$ cat src/core/gpio_bank_consts.svh
`ifndef GPIO_BANK_CONSTS_SVH
`define GPIO_BANK_CONSTS_SVH

// register offsets inside the 64-byte window
`define OFF_FUNC_LOWER 6'h00
`define OFF_DIR 6'h04
`define OFF_LEVEL 6'h0c
`define OFF_BLINK 6'h18
`define OFF_EVT_STATUS 6'h20
`define OFF_EVT_MASK 6'h24
`define OFF_INVERT 6'h2c
`define OFF_FUNC_UPPER 6'h30

// lower function select: writable core bits, writable resume bits, fixed ones
`define FUNC_LOWER_CORE 32'h00bf00ff
`define FUNC_LOWER_RES 32'h00000800
`define FUNC_LOWER_ONE 32'h1b003100
`define FUNC_LOWER_RST 32'h1b003100

// upper function select (all writable bits in the core well)
`define FUNC_UPPER_CORE 32'h00000fff
`define FUNC_UPPER_ONE 32'h03000000
`define FUNC_UPPER_RST 32'h03000000

// direction: writable bits, fixed inputs, reset value
`define DIR_RW 32'h1b000000
`define DIR_ONE 32'h0000ffff
`define DIR_RST 32'h0000ffff

// level
`define LVL_RES 32'h1b000000
`define LVL_CORE 32'h00bf0000
`define LVL_RST 32'h1b3f0000

// blink
`define BLINK_RES 32'h1a000000
`define BLINK_CORE 32'h000c0000
`define BLINK_RST 32'h00000000

// polarity invert
`define INV_RES 32'h00003900
`define INV_CORE 32'h000000ff
`define INV_RST 32'h00000000

// pins that can raise an input event
`define EVT_PINS 32'h000039ff
`define EVT_STATUS_RST 32'h00000000
`define EVT_MASK_RST 32'h00000000

// blink timing
`define CLK_KHZ 50000
`define BLINK_HALF_MS 500
`define BLINK_HALF_CYCLES (`BLINK_HALF_MS * `CLK_KHZ)

`endif

$ cat src/core/gpio_bank_pkg.sv
package gpio_bank_pkg;

  typedef struct packed {
    logic [5:0] addr;
    logic [31:0] wdata;
    logic wr;
    logic rd;
  } reg_req_t;

  typedef struct packed {
    logic [31:0] level;
    logic [31:0] enable;
  } pin_bus_t;

endpackage

$ cat src/core/general_purpose_io_bank.sv
// The strobed register port is this design's own decision.
`timescale 1ns/1ps
`include "gpio_bank_consts.svh"

// Overview of operation
// - function-select bit 1 routes the pin to GPIO, 0 to its native function.
// - function-select bits of absent pins read 0 and ignore writes.
// - function-select bits of pins without native function are fixed at 1.
// - resume reset sets muxed pins native; platform reset alone makes core pins GPIO.
// - switching native to GPIO output is glitch free.
// - direction 0 is output, 1 is input; direction resets to 0000ffff.
// - fixed outputs read direction 0, low sixteen fixed inputs read 1, unchangeable.
// - output pins drive the level bit; input pins read back the sampled pin.
// - resume level bits reset on resume reset and on reset-control port write.
// - core level bits reset to default on platform reset.
// - blink on an output toggles the pin each half second.
// - blink ignores input pins and never alters the stored level bit.
// - resume blink/invert reset on resume reset or reset-control write; core on platform.
// - invert 0 flags event on high input, 1 on low input; no effect on outputs.
// - upper function select reads 0 for absent pins, 1 for unmuxed, resets 03000000.
module general_purpose_io_bank #(
  parameter int BLINK_HALF_CYCLES = `BLINK_HALF_CYCLES
) (
  input wire logic clock,
  input wire logic resetn,
  input wire logic platform_bus_reset_n,
  input wire logic reset_ctl_write,
  input gpio_bank_pkg::reg_req_t bus_req,
  output logic [31:0] rdata,
  input wire logic [31:0] pin_in,
  output gpio_bank_pkg::pin_bus_t pin_drive,
  input gpio_bank_pkg::pin_bus_t native_drive,
  output logic [31:0] native_in,
  output logic [31:0] upper_function_gpio,
  output logic irq
);
  import gpio_bank_pkg::*;

  // synchronised pins and platform reset
  logic [32:0] sync_bus;
  logic [31:0] pin_sync_lvl;
  logic plat_rst_n_s;

  pin_sync #(
    .W(33)
  ) u_pin_sync (
    .clock(clock),
    .resetn(resetn),
    .async_in({platform_bus_reset_n, pin_in}),
    .sync_out(sync_bus)
  );

  assign pin_sync_lvl = sync_bus[31:0];
  assign plat_rst_n_s = sync_bus[32];
  assign native_in = pin_sync_lvl;

  // the platform reset is held as a level; its falling edge after power-up
  // counts once the synchroniser has settled high
  logic plat_seen_r;
  logic plat_rst;

  always_ff @(posedge clock or negedge resetn) begin
    if (!resetn) begin
      plat_seen_r <= 1'b0;
    end else if (plat_rst_n_s) begin
      plat_seen_r <= 1'b1;
    end
  end

  assign plat_rst = plat_seen_r & ~plat_rst_n_s;

  // registers
  logic [31:0] func_lower_r;
  logic [31:0] func_lower_nxt;
  logic [31:0] func_upper_r;
  logic [31:0] func_upper_nxt;
  logic [31:0] dir_r;
  logic [31:0] dir_nxt;
  logic [31:0] level_r;
  logic [31:0] level_nxt;
  logic [31:0] blink_r;
  logic [31:0] blink_nxt;
  logic [31:0] invert_r;
  logic [31:0] invert_nxt;
  logic [31:0] evt_status_r;
  logic [31:0] evt_status_nxt;
  logic [31:0] evt_mask_r;
  logic [31:0] evt_mask_nxt;
  logic [31:0] rdata_r;
  logic [31:0] rdata_nxt;
  pin_bus_t pin_drive_r;
  pin_bus_t pin_drive_nxt;

  // address decode
  wire wr_func_lower = bus_req.wr && bus_req.addr == `OFF_FUNC_LOWER;
  wire wr_func_upper = bus_req.wr && bus_req.addr == `OFF_FUNC_UPPER;
  wire wr_dir = bus_req.wr && bus_req.addr == `OFF_DIR;
  wire wr_level = bus_req.wr && bus_req.addr == `OFF_LEVEL;
  wire wr_blink = bus_req.wr && bus_req.addr == `OFF_BLINK;
  wire wr_invert = bus_req.wr && bus_req.addr == `OFF_INVERT;
  wire wr_status = bus_req.wr && bus_req.addr == `OFF_EVT_STATUS;
  wire wr_mask = bus_req.wr && bus_req.addr == `OFF_EVT_MASK;

  // visible values with fixed bits folded in
  wire [31:0] func_lower_rd = (func_lower_r & (`FUNC_LOWER_CORE | `FUNC_LOWER_RES))
                            | `FUNC_LOWER_ONE;
  wire [31:0] func_upper_rd = (func_upper_r & `FUNC_UPPER_CORE)
                            | `FUNC_UPPER_ONE;
  wire [31:0] dir_rd = (dir_r & `DIR_RW) | `DIR_ONE;
  wire [31:0] level_mask = `LVL_RES | `LVL_CORE;
  wire [31:0] blink_mask = `BLINK_RES | `BLINK_CORE;
  wire [31:0] invert_mask = `INV_RES | `INV_CORE;

  // pins driven by the bank: implemented and direction 0
  wire [31:0] is_output = ~dir_rd & level_mask;
  wire [31:0] is_input = dir_rd;

  // write data helper: only writable bits change
  function automatic logic [31:0] merge(input logic [31:0] cur, input logic [31:0] wd,
                                        input logic [31:0] rw);
    merge = (cur & ~rw) | (wd & rw);
  endfunction

  // lower function select
  always_comb begin
    func_lower_nxt = func_lower_r;
    if (wr_func_lower) begin
      func_lower_nxt = merge(func_lower_r, bus_req.wdata,
                             `FUNC_LOWER_CORE | `FUNC_LOWER_RES);
    end
    if (plat_rst) begin
      func_lower_nxt = func_lower_nxt | `FUNC_LOWER_CORE;
    end
  end

  // upper function select
  always_comb begin
    func_upper_nxt = func_upper_r;
    if (wr_func_upper) begin
      func_upper_nxt = merge(func_upper_r, bus_req.wdata, `FUNC_UPPER_CORE);
    end
    if (plat_rst) begin
      func_upper_nxt = func_upper_nxt | `FUNC_UPPER_CORE;
    end
  end

  // direction: writable bits all sit in the resume well
  always_comb begin
    dir_nxt = dir_r;
    if (wr_dir) begin
      dir_nxt = merge(dir_r, bus_req.wdata, `DIR_RW);
    end
  end

  // level: the stored bit is what software wrote, never touched by blink
  always_comb begin
    level_nxt = level_r;
    if (wr_level) begin
      level_nxt = merge(level_r, bus_req.wdata, level_mask);
    end
    if (reset_ctl_write) begin
      level_nxt = merge(level_nxt, `LVL_RST, `LVL_RES);
    end
    if (plat_rst) begin
      level_nxt = merge(level_nxt, `LVL_RST, `LVL_CORE);
    end
  end

  // blink enable
  always_comb begin
    blink_nxt = blink_r;
    if (wr_blink) begin
      blink_nxt = merge(blink_r, bus_req.wdata, blink_mask);
    end
    if (reset_ctl_write) begin
      blink_nxt = merge(blink_nxt, `BLINK_RST, `BLINK_RES);
    end
    if (plat_rst) begin
      blink_nxt = merge(blink_nxt, `BLINK_RST, `BLINK_CORE);
    end
  end

  // polarity invert
  always_comb begin
    invert_nxt = invert_r;
    if (wr_invert) begin
      invert_nxt = merge(invert_r, bus_req.wdata, invert_mask);
    end
    if (reset_ctl_write) begin
      invert_nxt = merge(invert_nxt, `INV_RST, `INV_RES);
    end
    if (plat_rst) begin
      invert_nxt = merge(invert_nxt, `INV_RST, `INV_CORE);
    end
  end

  // input events: active level after optional inversion, only on GPIO inputs
  wire [31:0] evt_active = (pin_sync_lvl ^ invert_r) & is_input & func_lower_rd
                         & `EVT_PINS;

  always_comb begin
    evt_status_nxt = evt_status_r;
    if (wr_status) begin
      evt_status_nxt = evt_status_r & ~bus_req.wdata;
    end
    // a new event in the clearing cycle survives the clear
    evt_status_nxt = evt_status_nxt | evt_active;
  end

  always_comb begin
    evt_mask_nxt = evt_mask_r;
    if (wr_mask) begin
      evt_mask_nxt = merge(evt_mask_r, bus_req.wdata, `EVT_PINS);
    end
  end

  // blink timebase: one toggle of the phase every half second
  logic [31:0] blink_cnt_r;
  logic [31:0] blink_cnt_nxt;
  logic blink_phase_r;
  logic blink_phase_nxt;
  wire blink_tick = blink_cnt_r == 32'(BLINK_HALF_CYCLES - 1);

  always_comb begin
    blink_cnt_nxt = blink_tick ? 32'h0000_0000 : blink_cnt_r + 32'h0000_0001;
    blink_phase_nxt = blink_tick ? ~blink_phase_r : blink_phase_r;
  end

  // pin drive: registered so the switch from native to GPIO cannot glitch
  wire [31:0] blink_flip = blink_r & is_output & {32{blink_phase_r}};
  wire [31:0] gpio_level = level_r ^ blink_flip;
  wire [31:0] use_gpio = func_lower_rd;

  // one mux per pin picks the gpio or the native path; both inputs are
  // steady before the flop takes them, so the hand-over cannot glitch
  wire [31:0] drv_level_nxt;
  wire [31:0] drv_enable_nxt;
  genvar pin_idx;
  generate
    for (pin_idx = 0; pin_idx < 32; pin_idx = pin_idx + 1) begin : g_pin_mux
      wire sel_gpio = use_gpio[pin_idx];
      assign drv_level_nxt[pin_idx] = sel_gpio ? gpio_level[pin_idx]
                                               : native_drive.level[pin_idx];
      assign drv_enable_nxt[pin_idx] = sel_gpio ? is_output[pin_idx]
                                                : native_drive.enable[pin_idx];
    end
  endgenerate

  always_comb begin
    pin_drive_nxt.level = drv_level_nxt;
    pin_drive_nxt.enable = drv_enable_nxt;
  end

  // read path: level reads the pin for inputs, the stored bit for outputs
  wire [31:0] level_rd = ((level_r & is_output) | (pin_sync_lvl & is_input))
                       & level_mask;

  always_comb begin
    rdata_nxt = 32'h0000_0000;
    if (bus_req.rd) begin
      case (bus_req.addr)
        `OFF_FUNC_LOWER: rdata_nxt = func_lower_rd;
        `OFF_FUNC_UPPER: rdata_nxt = func_upper_rd;
        `OFF_DIR: rdata_nxt = dir_rd;
        `OFF_LEVEL: rdata_nxt = level_rd;
        `OFF_BLINK: rdata_nxt = blink_r & blink_mask;
        `OFF_INVERT: rdata_nxt = invert_r & invert_mask;
        `OFF_EVT_STATUS: rdata_nxt = evt_status_r;
        `OFF_EVT_MASK: rdata_nxt = evt_mask_r;
        default: rdata_nxt = 32'h0000_0000;
      endcase
    end
  end

  // resume-well reset returns every register to its documented value
  always_ff @(posedge clock or negedge resetn) begin
    if (!resetn) begin
      func_lower_r <= `FUNC_LOWER_RST;
    end else begin
      func_lower_r <= func_lower_nxt;
    end
  end

  always_ff @(posedge clock or negedge resetn) begin
    if (!resetn) begin
      func_upper_r <= `FUNC_UPPER_RST;
    end else begin
      func_upper_r <= func_upper_nxt;
    end
  end

  always_ff @(posedge clock or negedge resetn) begin
    if (!resetn) begin
      dir_r <= `DIR_RST;
    end else begin
      dir_r <= dir_nxt;
    end
  end

  always_ff @(posedge clock or negedge resetn) begin
    if (!resetn) begin
      level_r <= `LVL_RST;
    end else begin
      level_r <= level_nxt;
    end
  end

  always_ff @(posedge clock or negedge resetn) begin
    if (!resetn) begin
      blink_r <= `BLINK_RST;
    end else begin
      blink_r <= blink_nxt;
    end
  end

  always_ff @(posedge clock or negedge resetn) begin
    if (!resetn) begin
      invert_r <= `INV_RST;
    end else begin
      invert_r <= invert_nxt;
    end
  end

  always_ff @(posedge clock or negedge resetn) begin
    if (!resetn) begin
      evt_status_r <= `EVT_STATUS_RST;
      evt_mask_r <= `EVT_MASK_RST;
      blink_cnt_r <= 32'h0000_0000;
      blink_phase_r <= 1'b0;
    end else begin
      evt_status_r <= evt_status_nxt;
      evt_mask_r <= evt_mask_nxt;
      blink_cnt_r <= blink_cnt_nxt;
      blink_phase_r <= blink_phase_nxt;
    end
  end

  always_ff @(posedge clock or negedge resetn) begin
    if (!resetn) begin
      pin_drive_r <= '0;
      rdata_r <= 32'h0000_0000;
    end else begin
      pin_drive_r <= pin_drive_nxt;
      rdata_r <= rdata_nxt;
    end
  end

  assign pin_drive = pin_drive_r;
  assign rdata = rdata_r;
  assign upper_function_gpio = func_upper_rd;
  assign irq = |(evt_status_r & evt_mask_r);

endmodule

$ cat src/core/pin_sync.sv
`timescale 1ns/1ps
module pin_sync #(
  parameter int W = 33
) (
  input wire logic clock,
  input wire logic resetn,
  input wire logic [W-1:0] async_in,
  output logic [W-1:0] sync_out
);

  genvar i;
  generate
    for (i = 0; i < W; i = i + 1) begin : g_bit
      logic s1_r;
      logic s2_r;
      logic s3_r;
      logic out_r;
      // a change is taken only once the second and third stages agree
      always_ff @(posedge clock or negedge resetn) begin
        if (!resetn) begin
          s1_r <= 1'b0;
          s2_r <= 1'b0;
          s3_r <= 1'b0;
          out_r <= 1'b0;
        end else begin
          s1_r <= async_in[i];
          s2_r <= s1_r;
          s3_r <= s2_r;
          if (s2_r == s3_r) begin
            out_r <= s3_r;
          end
        end
      end
      assign sync_out[i] = out_r;
    end
  endgenerate

endmodule

$ cat config.mk
export PLATFORM = sky130hd
export DESIGN_NAME = general_purpose_io_bank
export DESIGN_NICKNAME = d
export VERILOG_FILES = /design/src/core/gpio_bank_pkg.sv /design/src/core/general_purpose_io_bank.sv /design/src/core/pin_sync.sv
export VERILOG_INCLUDE_DIRS = /design/src /design/src/core
export SDC_FILE = /design/constraint.sdc
export NUM_CORES = 1
export LEC_CHECK = 0
export BUFFER_PORTS_ARGS = -buffer_cell sky130_fd_sc_hd__buf_4
export CORE_UTILIZATION = 58
export DETAILED_ROUTE_END_ITERATION = 8
export PLACE_DENSITY = 0.85
export SYNTH_ARGS = -nofsm -noshare
export SYNTH_HDL_FRONTEND = slang
export SYNTH_SLANG_ARGS = --single-unit
$ cat constraint.sdc
create_clock -name clock -period 2.9 [get_ports clock]
set_clock_uncertainty 0.2 [all_clocks]
set_input_delay 0.58 -clock clock [delete_from_list [all_inputs] [get_ports clock]]
set_output_delay 0.58 -clock clock [all_outputs]
set_load 0.01 [all_outputs]
### Word level (Yosys, flattened, before mapping)

Index checks and enable logic that the tools add are counted.

* flip-flop bits (word level): 515
* input bits: 140
* word-level logic and storage cells: 275

* add/subtract/negate cells: 1
* eq/ne operators: 41
* muxes and demuxes: 49
* bitwise logic cells: 24
* reduce and logical (&&, ||, !) cells: 12

Operators with widths (count)
* 32-bit 2-to-1 mux: 8
* 32-bit case mux with 8 select lines: 1
* 29-bit bitwise AND: 4
* 32-bit by 14-bit OR with 32-bit output: 3
* 32-bit by 29-bit OR with 32-bit output: 3
* 32-bit bitwise AND: 2
* 29-bit 2-to-1 mux: 2
* 24-bit 2-to-1 mux: 2
* 1-bit == test: 33
* 32-bit by 1-bit adder with 32-bit output, second input constant: 1
* 32-bit by 25-bit == test with 1-bit output, second input constant: 1
* 1-bit 2-to-1 mux: 32
* 32-bit inverter: 1
* 32-bit by 12-bit OR with 32-bit output: 1
* 32-bit by 24-bit OR with 32-bit output: 1
* 32-bit OR reduction: 1
* 29-bit inverter: 1
* 29-bit OR: 1
* 29-bit XOR: 1
* 6-bit == test, second input constant: 4
* 20-bit 2-to-1 mux: 1
* 14-bit bitwise AND: 1
* 14-bit bitwise AND, second input constant: 1
* 14-bit 2-to-1 mux: 1
* 11 further kinds: 20

### Longest topological paths before layout

Gate-level depths: netlist of the first run.

* word-level depth: 5
* mapped depth: 7
* gate-level depth less buffers: 5

### Hierarchy

Synthesis of the first run repeated with hierarchy kept, for this count alone.

* cell total of the unflattened synthesis: 1017
* area, all modules: 13307.8 um^2

By module, submodules not included
* general_purpose_io_bank: instances 1, cells an instance 819, area an instance 9385.3 um^2, seq. area each 5718.0 um^2
* pin_sync: instances 1, cells an instance 198, area an instance 3922.5 um^2, seq. area each 3303.2 um^2

### Least setup slack after synthesis of the first run

OpenSTA, ideal clock, no wires.

* path type: input port to flip-flop
* start point: input port bus_req[37] in the netlist's numbering
* end point: register evt_mask_r[11]
* library setup time: 0.125 ns
* data arrival time: 1.975 ns
* data required time: 2.575 ns
* slack: 0.600 ns
* stages on the path: 5
* buffers on the path: 2
* cells stage by stage: or3_1 buf_2 nor3_1 buf_4 mux2_2

* cells in the longest elaborated chain, start to end: 2

RTL lines
* from (decl): RTL line general_purpose_io_bank.sv:28 `input gpio_bank_pkg::reg_req_t bus_req,`
* 6-bit == test
* 1-bit logical AND (no source line)
* to (signal assigned): RTL line general_purpose_io_bank.sv:327 `` evt_mask_r <= `EVT_MASK_RST; ``
* to (signal assigned): RTL line general_purpose_io_bank.sv:332 `evt_mask_r <= evt_mask_nxt;`
* to (decl): RTL line general_purpose_io_bank.sv:87 `logic [31:0] evt_mask_r;`

No other way between the ends.
A chain may end at the register's enable or synchronous reset.

### Final worst setup path of the first run

* start point: register evt_status_r[12]
* end point: output port irq

* cells in the longest elaborated chain, start to end: 2

RTL lines
* from (decl): RTL line general_purpose_io_bank.sv:85 `logic [31:0] evt_status_r;`
* from (signal assigned): RTL line general_purpose_io_bank.sv:326 `` evt_status_r <= `EVT_STATUS_RST; ``
* from (signal assigned): RTL line general_purpose_io_bank.sv:331 `evt_status_r <= evt_status_nxt;`
* 32-bit bitwise AND: RTL line general_purpose_io_bank.sv:351 `assign irq = |(evt_status_r & evt_mask_r);`
* 32-bit OR reduction: RTL line general_purpose_io_bank.sv:351
* to (decl): RTL line general_purpose_io_bank.sv:35 `output logic irq`

No other way between the ends.

==> impl_metrics.tcl, run 1 <==
set metrics [dict create \
    grt_overflow 0 \
    status "finished, final reports clean" \
    timing.rr.end "blink_cnt_r[22]" \
    clockBufferDepth 3 \
    antenna_left 0 \
    slew_headroom_pct 43.5 \
    rows 55 \
    netlist_area_um2 13400 \
    fin_crit_ps 2550 \
    drtPass1Iterations 5 \
    synth_top_cell_by_area "dfrtp_1" \
    synthFlopType "dfrtp_1" \
    slew_viol_final 0 \
    rr_worst_depth 5 \
    syn_avg_cell_area_um2 13.3 \
    grt_setup_unrepaired "false" \
    chipHeight_um 154 \
    start_util_pct 59.3 \
    io_buffers 260 \
    synth_common_cells "dfrtp_1 (350), nand2_1 (76), buf_4 (62)" \
    synth_edf_count 0 \
    finalNetCount 1452 \
    switching_share_pct 22.4 \
    stdcell_count 1625 \
    r2r_slack_ps 540 \
    p_sw_uw 2430 \
    grt_pass1_wl_um 51100 \
    seq_power_share_pct 49.2 \
    antenna_found_initial 2 \
    worstHoldPathType "input port to flop" \
    yosys_warnings 0 \
    clockPowerShare_pct 43.5 \
    internal_power_uw 8400 \
    synth.most_common_cell "dfrtp_1" \
    clock_sinks 360 \
    layout-drive-gt1-share_pct 29.8 \
    drtIter0Drc 920 \
    totalNegativeSetupSlack_ps 0 \
    power.leakage_uw 0.00772 \
    critPathRequiredTime_ps 2120 \
    dp.cells 1506 \
    routedWlPerCell_um 20.2 \
    cts_tree "yes" \
    ys_top_cells_by_area "dfrtp_1 (65%), buf_4 (3.5%), maj3_1 (2.5%)" \
    synthToLayoutAreaGrowth_pct 28.0 \
    gp_congestion 0.842 \
    whs_endpoint "evt_status_r[31]" \
    arrival_ps 1770 \
    cts_root_buf "clkbuf_16" \
    cts-resized-gates 0 \
    syn_inst 1011 \
    seqCellArea_um2 9020 \
    pin_count 301 \
    max_freq_mhz 391 \
    min-delay-start "bus_req[33]" \
    ir_drop_uv 480 \
    power_frac_comb_pct 7.3 \
    path_max_fanout 3 \
    power.density_nw_per_um2 630 \
    grt_max_degree 82 \
    worst_slew_pin_slew_ps 841 \
    timing.rr.start "blink_cnt_r[0]" \
    clkTransAtPathRegs_ps 60 \
    holdPathStages 2 \
    nFillCells 1382 \
    finalSetupViolations 0 \
    synthDominantCellAreaShare_pct 65.2 \
    insertion_delay_ps 520 \
    track_usage_pct 28.1 \
    via_per_inst 5.73 \
    finalCritPeriodShare_pct 88.1 \
    fin_ws_ps 345 \
    first_global_vias 9407 \
    async_flop_share_pct 100 \
    finalHoldViolations 0 \
    drcViolationCount 0 \
    place_ws_ps 167 \
    die_w_um 154 \
    cts_buffers 36 \
    dpl.hpwl_um 20600 \
    die-area_um2 23800 \
    vias 9306 \
    ys_ff_latch 360 \
    coreArea_um2 22600 \
    maxCapViolCount 0 \
    wl_um 32800 \
    cp-end-kind "primary output" \
    seq_area_frac_synth_pct 67.2 \
    startpoint_type "flop" \
    ys_types 57 \
    path_class "flop to primary output" \
    h-tree-depth 2 \
    multi_input_area_um2 3830 \
]
metal layers:
layer,up-vias,GRT usage (%),routed length (µm)
li1,4085,-,-
met1,4613,36.1,12700
met2,510,45.3,16100
met3,98,6.03,2670
met4,0,14.1,1290
met5,-,0,0
flip-flops by register name, summed over array words and instances (netlist names), 5 cells and up:
| signal | count |
|---|---|
| level_r | 11 |
| func_upper_r | 12 |
| pin_drive | 58 |
| func_lower_r | 16 |
| u_pin_sync.g_bit.s2_r | 33 |
| blink_r | 5 |
| u_pin_sync.g_bit.out_r | 33 |
| u_pin_sync.g_bit.s3_r | 33 |
| u_pin_sync.g_bit.s1_r | 33 |
| invert_r | 12 |
| blink_cnt_r | 32 |
| evt_mask_r | 12 |
| rdata | 32 |
| evt_status_r | 32 |
kinds of logic (layout without fill, tap and decap cells):
| family | Yosys count | count (layout) | synth area share (%) |
|---|---|---|---|
| adders and majority gates | 34 | 34 | 2.55 |
| AOI/OAI and AO/OA | 167 | 167 | 8.91 |
| muxes | 34 | 34 | 2.74 |
| other | 2 | 28 | 0.0559 |
| buffers and inverters | 109 | 412 | 5.10 |
| and+or+nand+nor | 265 | 265 | 10.9 |
| xor gates and xnor gates | 40 | 40 | 2.61 |
| DFF | 360 | 360 | 67.2 |
power by group through the flow:
stage / combinational (µW) / clock, µW / sequential [µW]
after floorplan: 357 / 0 / 5390
final: 791 / 4710 / 5330
after CTS: 788 / 4730 / 5330
after global placement: 706 / 0 / 5400
after global routing: 853 / 4980 / 5350
after detailed placement: 726 / 0 / 5410
per-stage QoR:
stage	utilization (%)	instance area, µm²	hold slack (ps)	power [µW]
6_report	75.9	17200	42.5	10800
4_1_cts	75.9	17200	40.9	10800
3_5_place_dp	68.2	15400	135	6140
5_1_grt	75.9	17200	50.1	11200
3_3_place_gp	68.2	15400	132	6110
2_1_floorplan	-	13500	84.4	5750
worst max-delay path by stage:
stage | startpoint | end | slack (ps) | cells after the start
5_1_grt | evt_status_r[5] | irq | 290 | 4
6_report | evt_status_r[12] | irq | 350 | 4
3_3_place_gp | bus_req[37] | func_upper_r[2] | 200 | 5
4_1_cts | evt_status_r[12] | irq | 320 | 4
2_1_floorplan | bus_req[37] | evt_mask_r[11] | 600 | 5
3_5_place_dp | bus_req[37] | func_upper_r[7] | 170 | 5
cells in the final DEF, fill, tap and decap left out, types with 26 or more instances in the layout:
cell type and n:
dfrtp_1 350, buf_4 281, nand2_1 76, nand3_1 52, dlygate4sd3_1 52, a21oi_1 50, clkbuf_16 37, maj3_1 33
o22a_1 27, conb_1 26
cell type report:
type	count	share of cell area, %
Sequential cell	360	52.5
Multi-Input combinational cell	566	22.3
Timing Repair Buffer	338	15.9
Clock buffer	53	6.38
Tap cell	285	2.07
Clock inverter	12	0.699
Inverter	9	0.197
Antenna cell	2	0.0291
worst max-delay path, stage by stage, from the launching register on:
cell and delay, ps:
dfrtp_1 400, a22o_1 260, a221oi_1 270, nand3_1 170
buf_4 180
what timing repair did:
action                                 4_1_cts  5_1_grt
setup buffers                                0        0
endpoints found under the hold margin      103        0
hold buffers                                52        0
Note: power is estimated with default switching activity, not from simulation.
==> run 2, diff against run 1 <==
--- a/config.mk
+++ b/config.mk
@@ -6,10 +6,11 @@
 export SDC_FILE = /design/constraint.sdc
 export NUM_CORES = 1
 export LEC_CHECK = 0
-export BUFFER_PORTS_ARGS = -buffer_cell sky130_fd_sc_hd__buf_4
+export ABC_AREA = 1
+export BUFFER_PORTS_ARGS = -buffer_cell sky130_fd_sc_hd__buf_2
 export CORE_UTILIZATION = 58
 export DETAILED_ROUTE_END_ITERATION = 8
-export PLACE_DENSITY = 0.85
+export PLACE_DENSITY = 0.84
 export SYNTH_ARGS = -nofsm -noshare
 export SYNTH_HDL_FRONTEND = slang
 export SYNTH_SLANG_ARGS = --single-unit
==> run 2 against run 1 <==
Against the previous run:
- sequential cell count unchanged
- critical path depth up 1
- non-clock buffer count down 8
- die area up 3.9%
- sequential share of layout area up 0.24 points
- combinational power down 8.7%
- largest cell class unchanged
==> impl_metrics.tcl, run 2 <==
set metrics [dict create \
    power.leakage_uw 0.00839 \
    die-area_um2 24700 \
    seqCellArea_um2 9020 \
    ys_ff_latch 360 \
    finalSetupViolations 0 \
    synth_top_cell_by_area "dfrtp_1" \
    slew_headroom_pct 52.4 \
    max_freq_mhz 400 \
    power.density_nw_per_um2 631 \
    totalNegativeSetupSlack_ps 0 \
    slew_viol_final 0 \
    track_usage_pct 28.7 \
    worst_slew_pin_slew_ps 712 \
    finalHoldViolations 0 \
    synthToLayoutAreaGrowth_pct 22.6 \
    synth_edf_count 0 \
    startpoint_type "flop" \
    grt_max_degree 87 \
    fin_crit_ps 2500 \
    ys_top_cells_by_area "dfrtp_1 (63%), nand2_1 (7.5%), nor2_1 (4.8%)" \
    synth_common_cells "dfrtp_1 (350), nand2_1 (278), nor2_1 (177)" \
    r2r_slack_ps 610 \
    async_flop_share_pct 100 \
    largest_reg_flops 58 \
    layout-drive-gt1-share_pct 23.2 \
    cts_setup_buffers 0 \
    finalNetCount 1819 \
    grt_pass1_wl_um 54500 \
    drcViolationCount 0 \
    rows 56 \
    antenna_left 0 \
    timing.rr.end "blink_cnt_r[12]" \
    holdPathStages 1 \
    clkTransAtPathRegs_ps 60 \
    coreArea_um2 23500 \
    met1_usage_pct 36.1 \
    rr_worst_depth 8 \
    cp-end-kind "primary output" \
    timing.rr.start "blink_cnt_r[0]" \
    synthFlopType "dfrtp_1" \
    synth.most_common_cell "dfrtp_1" \
    grt_use_met3_pct 5.53 \
    insertion_delay_ps 520 \
    postCtsHoldBufs 51 \
    place_ws_ps 568 \
    die_w_um 157 \
    routedWlPerCell_um 17.0 \
    final_cell_area_um2 17100 \
    path_class "flop to primary output" \
    arrival_ps 1720 \
    clockBufferDepth 3 \
    critPathRequiredTime_ps 2120 \
    io_buffers 260 \
    cts_tree "yes" \
    multi_input_area_um2 3940 \
    ir_drop_uv 542 \
    yosys_warnings 0 \
    gp_congestion 0.926 \
    drtIter0Drc 790 \
    netlist_area_um2 14000 \
    start_util_pct 59.3 \
    nFillCells 1591 \
    layout.cells.most_common "dfrtp_1" \
    cts_root_buf "clkbuf_16" \
    ys_types 35 \
    min-delay-start "platform_bus_reset_n" \
    fin_ws_ps 403 \
    use_met2_pct 48.6 \
    cts_buffers 37 \
    first_global_vias 10600 \
    syn_inst 1369 \
    finalCritPeriodShare_pct 86.1 \
    syn_avg_cell_area_um2 10.2 \
    status "finished, final reports clean" \
    worstHoldPathType "input port to flop" \
    clock_sinks 360 \
    placed_area_um2 15400 \
    synthDominantCellAreaShare_pct 62.8 \
    via_per_inst 5.21 \
    wl_um 34400 \
    drtPass1Iterations 5 \
    seq_area_frac_synth_pct 64.6 \
    grt_overflow 0 \
    most-common-layout-cells "dfrtp_1 (350), nand2_1 (278), buf_2 (259)" \
    pin_count 301 \
    whs_endpoint "u_pin_sync.g_bit[32].s1_r" \
    cts-resized-gates 0 \
    antenna_found_initial 1 \
    grt_setup_unrepaired "false" \
    path_max_fanout 3 \
    chipHeight_um 157 \
    vias 10600 \
    h-tree-depth 2 \
    dpl.hpwl_um 22200 \
    globalRoute.busiestLayer "met2" \
    maxCapViolCount 0 \
]
## run 2: cell count changes in the layout (fill, tap and decap cells not counted), moves of 12 or more
cell	previous run	this run
nor2_1	25	177
o22a_1	27	0
inv_1	9	129
o21ai_0	7	58
buf_4	281	15
buf_2	0	259
nand2_1	76	278
a22o_1	12	0
nor2b_1	25	0
mux2_2	22	5
a22oi_1	15	0
nand3_1	52	86
a21boi_0	20	3
mux2i_1	12	0
## run 2: power breakdown
group          switching, µW  total (µW)  internal [µW]
combinational            438         722            284
sequential               127        5350           5220
clock                   1920        4720           2800
total                   2480       10800           8310
## run 2: through the flow
| step | std cells | util, % | total power (µW) | hold slack [ps] |
|---|---|---|---|---|
| 2_1_floorplan | 1393 | - | 5780 | 84.4 |
| 3_3_place_gp | 1907 | 65.3 | 6050 | 131 |
| 3_5_place_dp | 1907 | 65.3 | 6080 | 136 |
| 4_1_cts | 2025 | 72.7 | 10900 | 21.7 |
| 5_1_grt | 2026 | 72.7 | 11100 | 14.1 |
| 6_report | 2026 | 72.7 | 10800 | 37.6 |
## run 2: routing by layer
metal  part of all wire (%)  routed length (µm)
met1                     39               13400
met2                     49               17000
met3                    8.1                2800
met4                    3.6                1250
met5                      0                   0
## run 2: worst max-delay path by stage
stage | from | to | slack (ps) | cells past startpoint
after global routing | evt_status_r[0] | irq | 320 | 5
after floorplan | blink_cnt_r[0] | blink_cnt_r[12] | 1050 | 9
after global placement | bus_req[35] | level_r[23] | 600 | 8
after detailed placement | bus_req[35] | level_r[20] | 570 | 8
final | evt_status_r[0] | irq | 400 | 5
after CTS | evt_status_r[0] | irq | 410 | 5
## run 2: kinds of logic (layout without fill, tap and decap cells)
group / Yosys count / after routing / share of synthesized area [%]
AO/OA/AOI/OAI: 127 / 127 / 4.95
XOR/XNOR: 21 / 21 / 1.32
adder cells (fa/ha/maj): 34 / 34 / 2.46
buffers and inverters: 218 / 531 / 7.76
flip-flops: 360 / 360 / 64.6
multiplexers: 5 / 5 / 0.403
other: 2 / 27 / 0.0538
AND/OR/NAND/NOR: 602 / 602 / 18.4
## run 2: final cells by class
class	instances	share of cell area [%]
antenna	1	0.0146
clock inverter	14	0.834
timing repair buffer	330	11.8
clock buffer	53	6.35
multi-input combinational	815	23.0
tap	319	2.33
sequential	360	52.7
inverter	134	2.94
## run 2: worst max-delay path, cell delays in order, from the launching register on
cell      delay (ps)
dfrtp_1          400
nand2_1          120
nand2_1           90
a221oi_1         250
nand3_1          160
buf_2            170
==> run 3, diff against run 2 <==
--- a/config.mk
+++ b/config.mk
@@ -8,9 +8,10 @@
 export LEC_CHECK = 0
 export ABC_AREA = 1
 export BUFFER_PORTS_ARGS = -buffer_cell sky130_fd_sc_hd__buf_2
-export CORE_UTILIZATION = 58
+export CORE_UTILIZATION = 59
 export DETAILED_ROUTE_END_ITERATION = 8
-export PLACE_DENSITY = 0.84
+export PLACE_DENSITY = 0.85
 export SYNTH_ARGS = -nofsm -noshare
 export SYNTH_HDL_FRONTEND = slang
+export SYNTH_HIERARCHICAL = 1
 export SYNTH_SLANG_ARGS = --single-unit
==> run 3 against run 2 <==
Against the previous run:
- design area is 2.1% higher
- synthesized area increased by 2.6%
- first-iteration DRC count is 4.7% higher
==> impl_metrics.tcl, run 3 <==
set metrics [dict create \
    status "finished, final reports clean" \
    stdcell_count 2148 \
    drcViolationCount 0 \
    first_global_vias 11500 \
    largest_reg_flops 58 \
    cts_tree "yes" \
    ir_drop_uv 543 \
    layout-drive-gt1-share_pct 21.4 \
    cts_setup_buffers 0 \
    drtIter0Drc 827 \
    grt_overflow 0 \
    finalHoldViolations 0 \
    routedWlPerCell_um 16.8 \
    seq_area_frac_synth_pct 63.0 \
    vias 11300 \
    netlist_area_um2 14300 \
    seq_power_share_pct 49.8 \
    die_w_um 158 \
    fin_crit_ps 2650 \
    worst_slew_pin_slew_ps 900 \
    grt_max_degree 71 \
    path_class "flop to primary output" \
    ys_types 38 \
    chipHeight_um 158 \
    io_buffers 260 \
    most-common-layout-cells "dfrtp_1 (350), nand2_1 (315), buf_2 (259)" \
    fin_ws_ps 246 \
    nFillCells 1657 \
    syn_inst 1492 \
    holdWs_ps 32.9 \
    ys_ff_latch 360 \
    cp-end-kind "primary output" \
    min-delay-start "bus_req[33]" \
    seqCellArea_um2 9020 \
    max_freq_mhz 377 \
    critPathRequiredTime_ps 2120 \
    clockPowerShare_pct 42.2 \
    async_flop_share_pct 100 \
    drtPass1Iterations 5 \
    clock_sinks 360 \
    layout.cells.most_common "dfrtp_1" \
    h-tree-depth 2 \
    finalSetupViolations 0 \
    power.density_nw_per_um2 628 \
    track_usage_pct 29.7 \
    setup.worst_path.end "irq" \
    slew_headroom_pct 39.8 \
    synth_top_cell_by_area "dfrtp_1" \
    p_sw_uw 2660 \
    grt_pass1_wl_um 56900 \
    place_ws_ps 547 \
    power_uw 11000 \
    slew_viol_final 0 \
    yosys_warnings 6 \
    clockBufferDepth 3 \
    grt_setup_unrepaired "false" \
    cts_buffers 37 \
    multi_input_area_um2 4160 \
    power_frac_comb_pct 8.0 \
    finalNetCount 1943 \
    dp.cells 2030 \
    maxCapViolCount 0 \
    pin_count 301 \
    cts_root_buf "clkbuf_16" \
    coreArea_um2 23600 \
    startpoint_type "flop" \
    dpl.hpwl_um 24300 \
    timing.rr.end "func_lower_r[21]" \
    antenna_found_initial 2 \
    r2r_slack_ps 820 \
    antenna_left 0 \
    syn_avg_cell_area_um2 9.59 \
    finalCritPeriodShare_pct 91.5 \
    gp_congestion 0.909 \
    synthFlopType "dfrtp_1" \
    rr_worst_depth 5 \
    synth_common_cells "dfrtp_1 (350), nand2_1 (315), nor2_1 (219)" \
    start_util_pct 60.6 \
    worstHoldPathType "input port to flop" \
    timing.rr.start "u_pin_sync/g_bit[32].out_r" \
    internal_power_uw 8300 \
    startpoint "evt_status_r[5]" \
    arrival_ps 1870 \
    holdPathStages 2 \
    die-area_um2 24900 \
    synthDominantCellAreaShare_pct 61.2 \
    wl_um 36000 \
    synthToLayoutAreaGrowth_pct 22.0 \
    ys_top_cells_by_area "dfrtp_1 (61%), nand2_1 (8.3%), nor2_1 (5.7%)" \
    via_per_inst 5.26 \
    synth_edf_count 0 \
    synth.most_common_cell "dfrtp_1" \
    clkTransAtPathRegs_ps 60 \
    totalNegativeSetupSlack_ps 0 \
    switching_share_pct 24.3 \
    insertion_delay_ps 520 \
    path_max_fanout 3 \
    rows 56 \
    power.leakage_uw 0.00881 \
]
-- run 3: changes by cell type in the layout (fill, tap and decap cells not counted), sizes merged, moves of 9 or more --
cell / delta
a21boi: +9
a21oi: +22
inv: +27
maj3: -33
nand2: +41
nand3: +13
nor2: +40
nor3: +11
-- run 3: power by group through the flow --
stage	sequential (µW)	clock (µW)	combinational, µW
2_1_floorplan	5510	0	439
3_3_place_gp	5520	0	776
3_5_place_dp	5540	0	806
4_1_cts	5450	4690	876
5_1_grt	5480	4900	968
6_report	5460	4630	879
-- run 3: routing by layer --
layer	wire length (µm)	track usage, %	share of wire [%]	up-vias
li1	-	-	-	5215
met1	13700	35.5	38	5457
met2	18200	51.5	50	503
met3	2770	6.10	7.7	129
met4	1340	13.5	3.7	2
met5	13	0	0.036	-
-- run 3: what timing repair did --
item / 4_1_cts / 5_1_grt
endpoints found under the hold margin: 111 / 0
gates resized for setup: 0 / 0
hold buffers: 52 / 0
-- run 3: cells by family after synthesis --
logic type,share of synthesized area (%)
AOI/OAI and AO/OA,6.18
xor gates and xnor gates,1.41
buffers and inverters,8.53
DFF,63.0
adders and majority gates,0.0874
and+or+nand+nor,20.7
other,0.0525
-- run 3: cell type report --
type | count | area share (%)
multi-input combinational | 907 | 23.8
tap | 319 | 2.29
clock inverter | 10 | 0.466
sequential | 360 | 51.6
inverter | 160 | 3.45
antenna | 1 | 0.0143
timing repair buffer | 336 | 11.9
clock buffer | 55 | 6.44
-- run 3: how the worst min path moves through the flow --
stage                          endpoint  slack [ps]
3_5_place_dp   u_pin_sync/g_bit[9].s2_r         130
2_1_floorplan            blink_cnt_r[0]          80
5_1_grt                evt_status_r[31]          20
4_1_cts                evt_status_r[31]          20
3_3_place_gp   u_pin_sync/g_bit[2].s2_r         130
6_report               evt_status_r[31]          30
-- run 3: through the flow --
step                      util [%]  instance area, µm²
after global routing          74.0               17500
final                         74.0               17500
after detailed placement      66.6               15700
after floorplan                  -               14400
after global placement        66.6               15700
after CTS                     74.0               17500
-- run 3: worst max-delay path, cell delays in order, from the launching register on --
cell	delay, ps
dfrtp_1	420
nand2_1	80
nand2_1	80
a221oi_1	390
nand3_1	200
buf_2	180
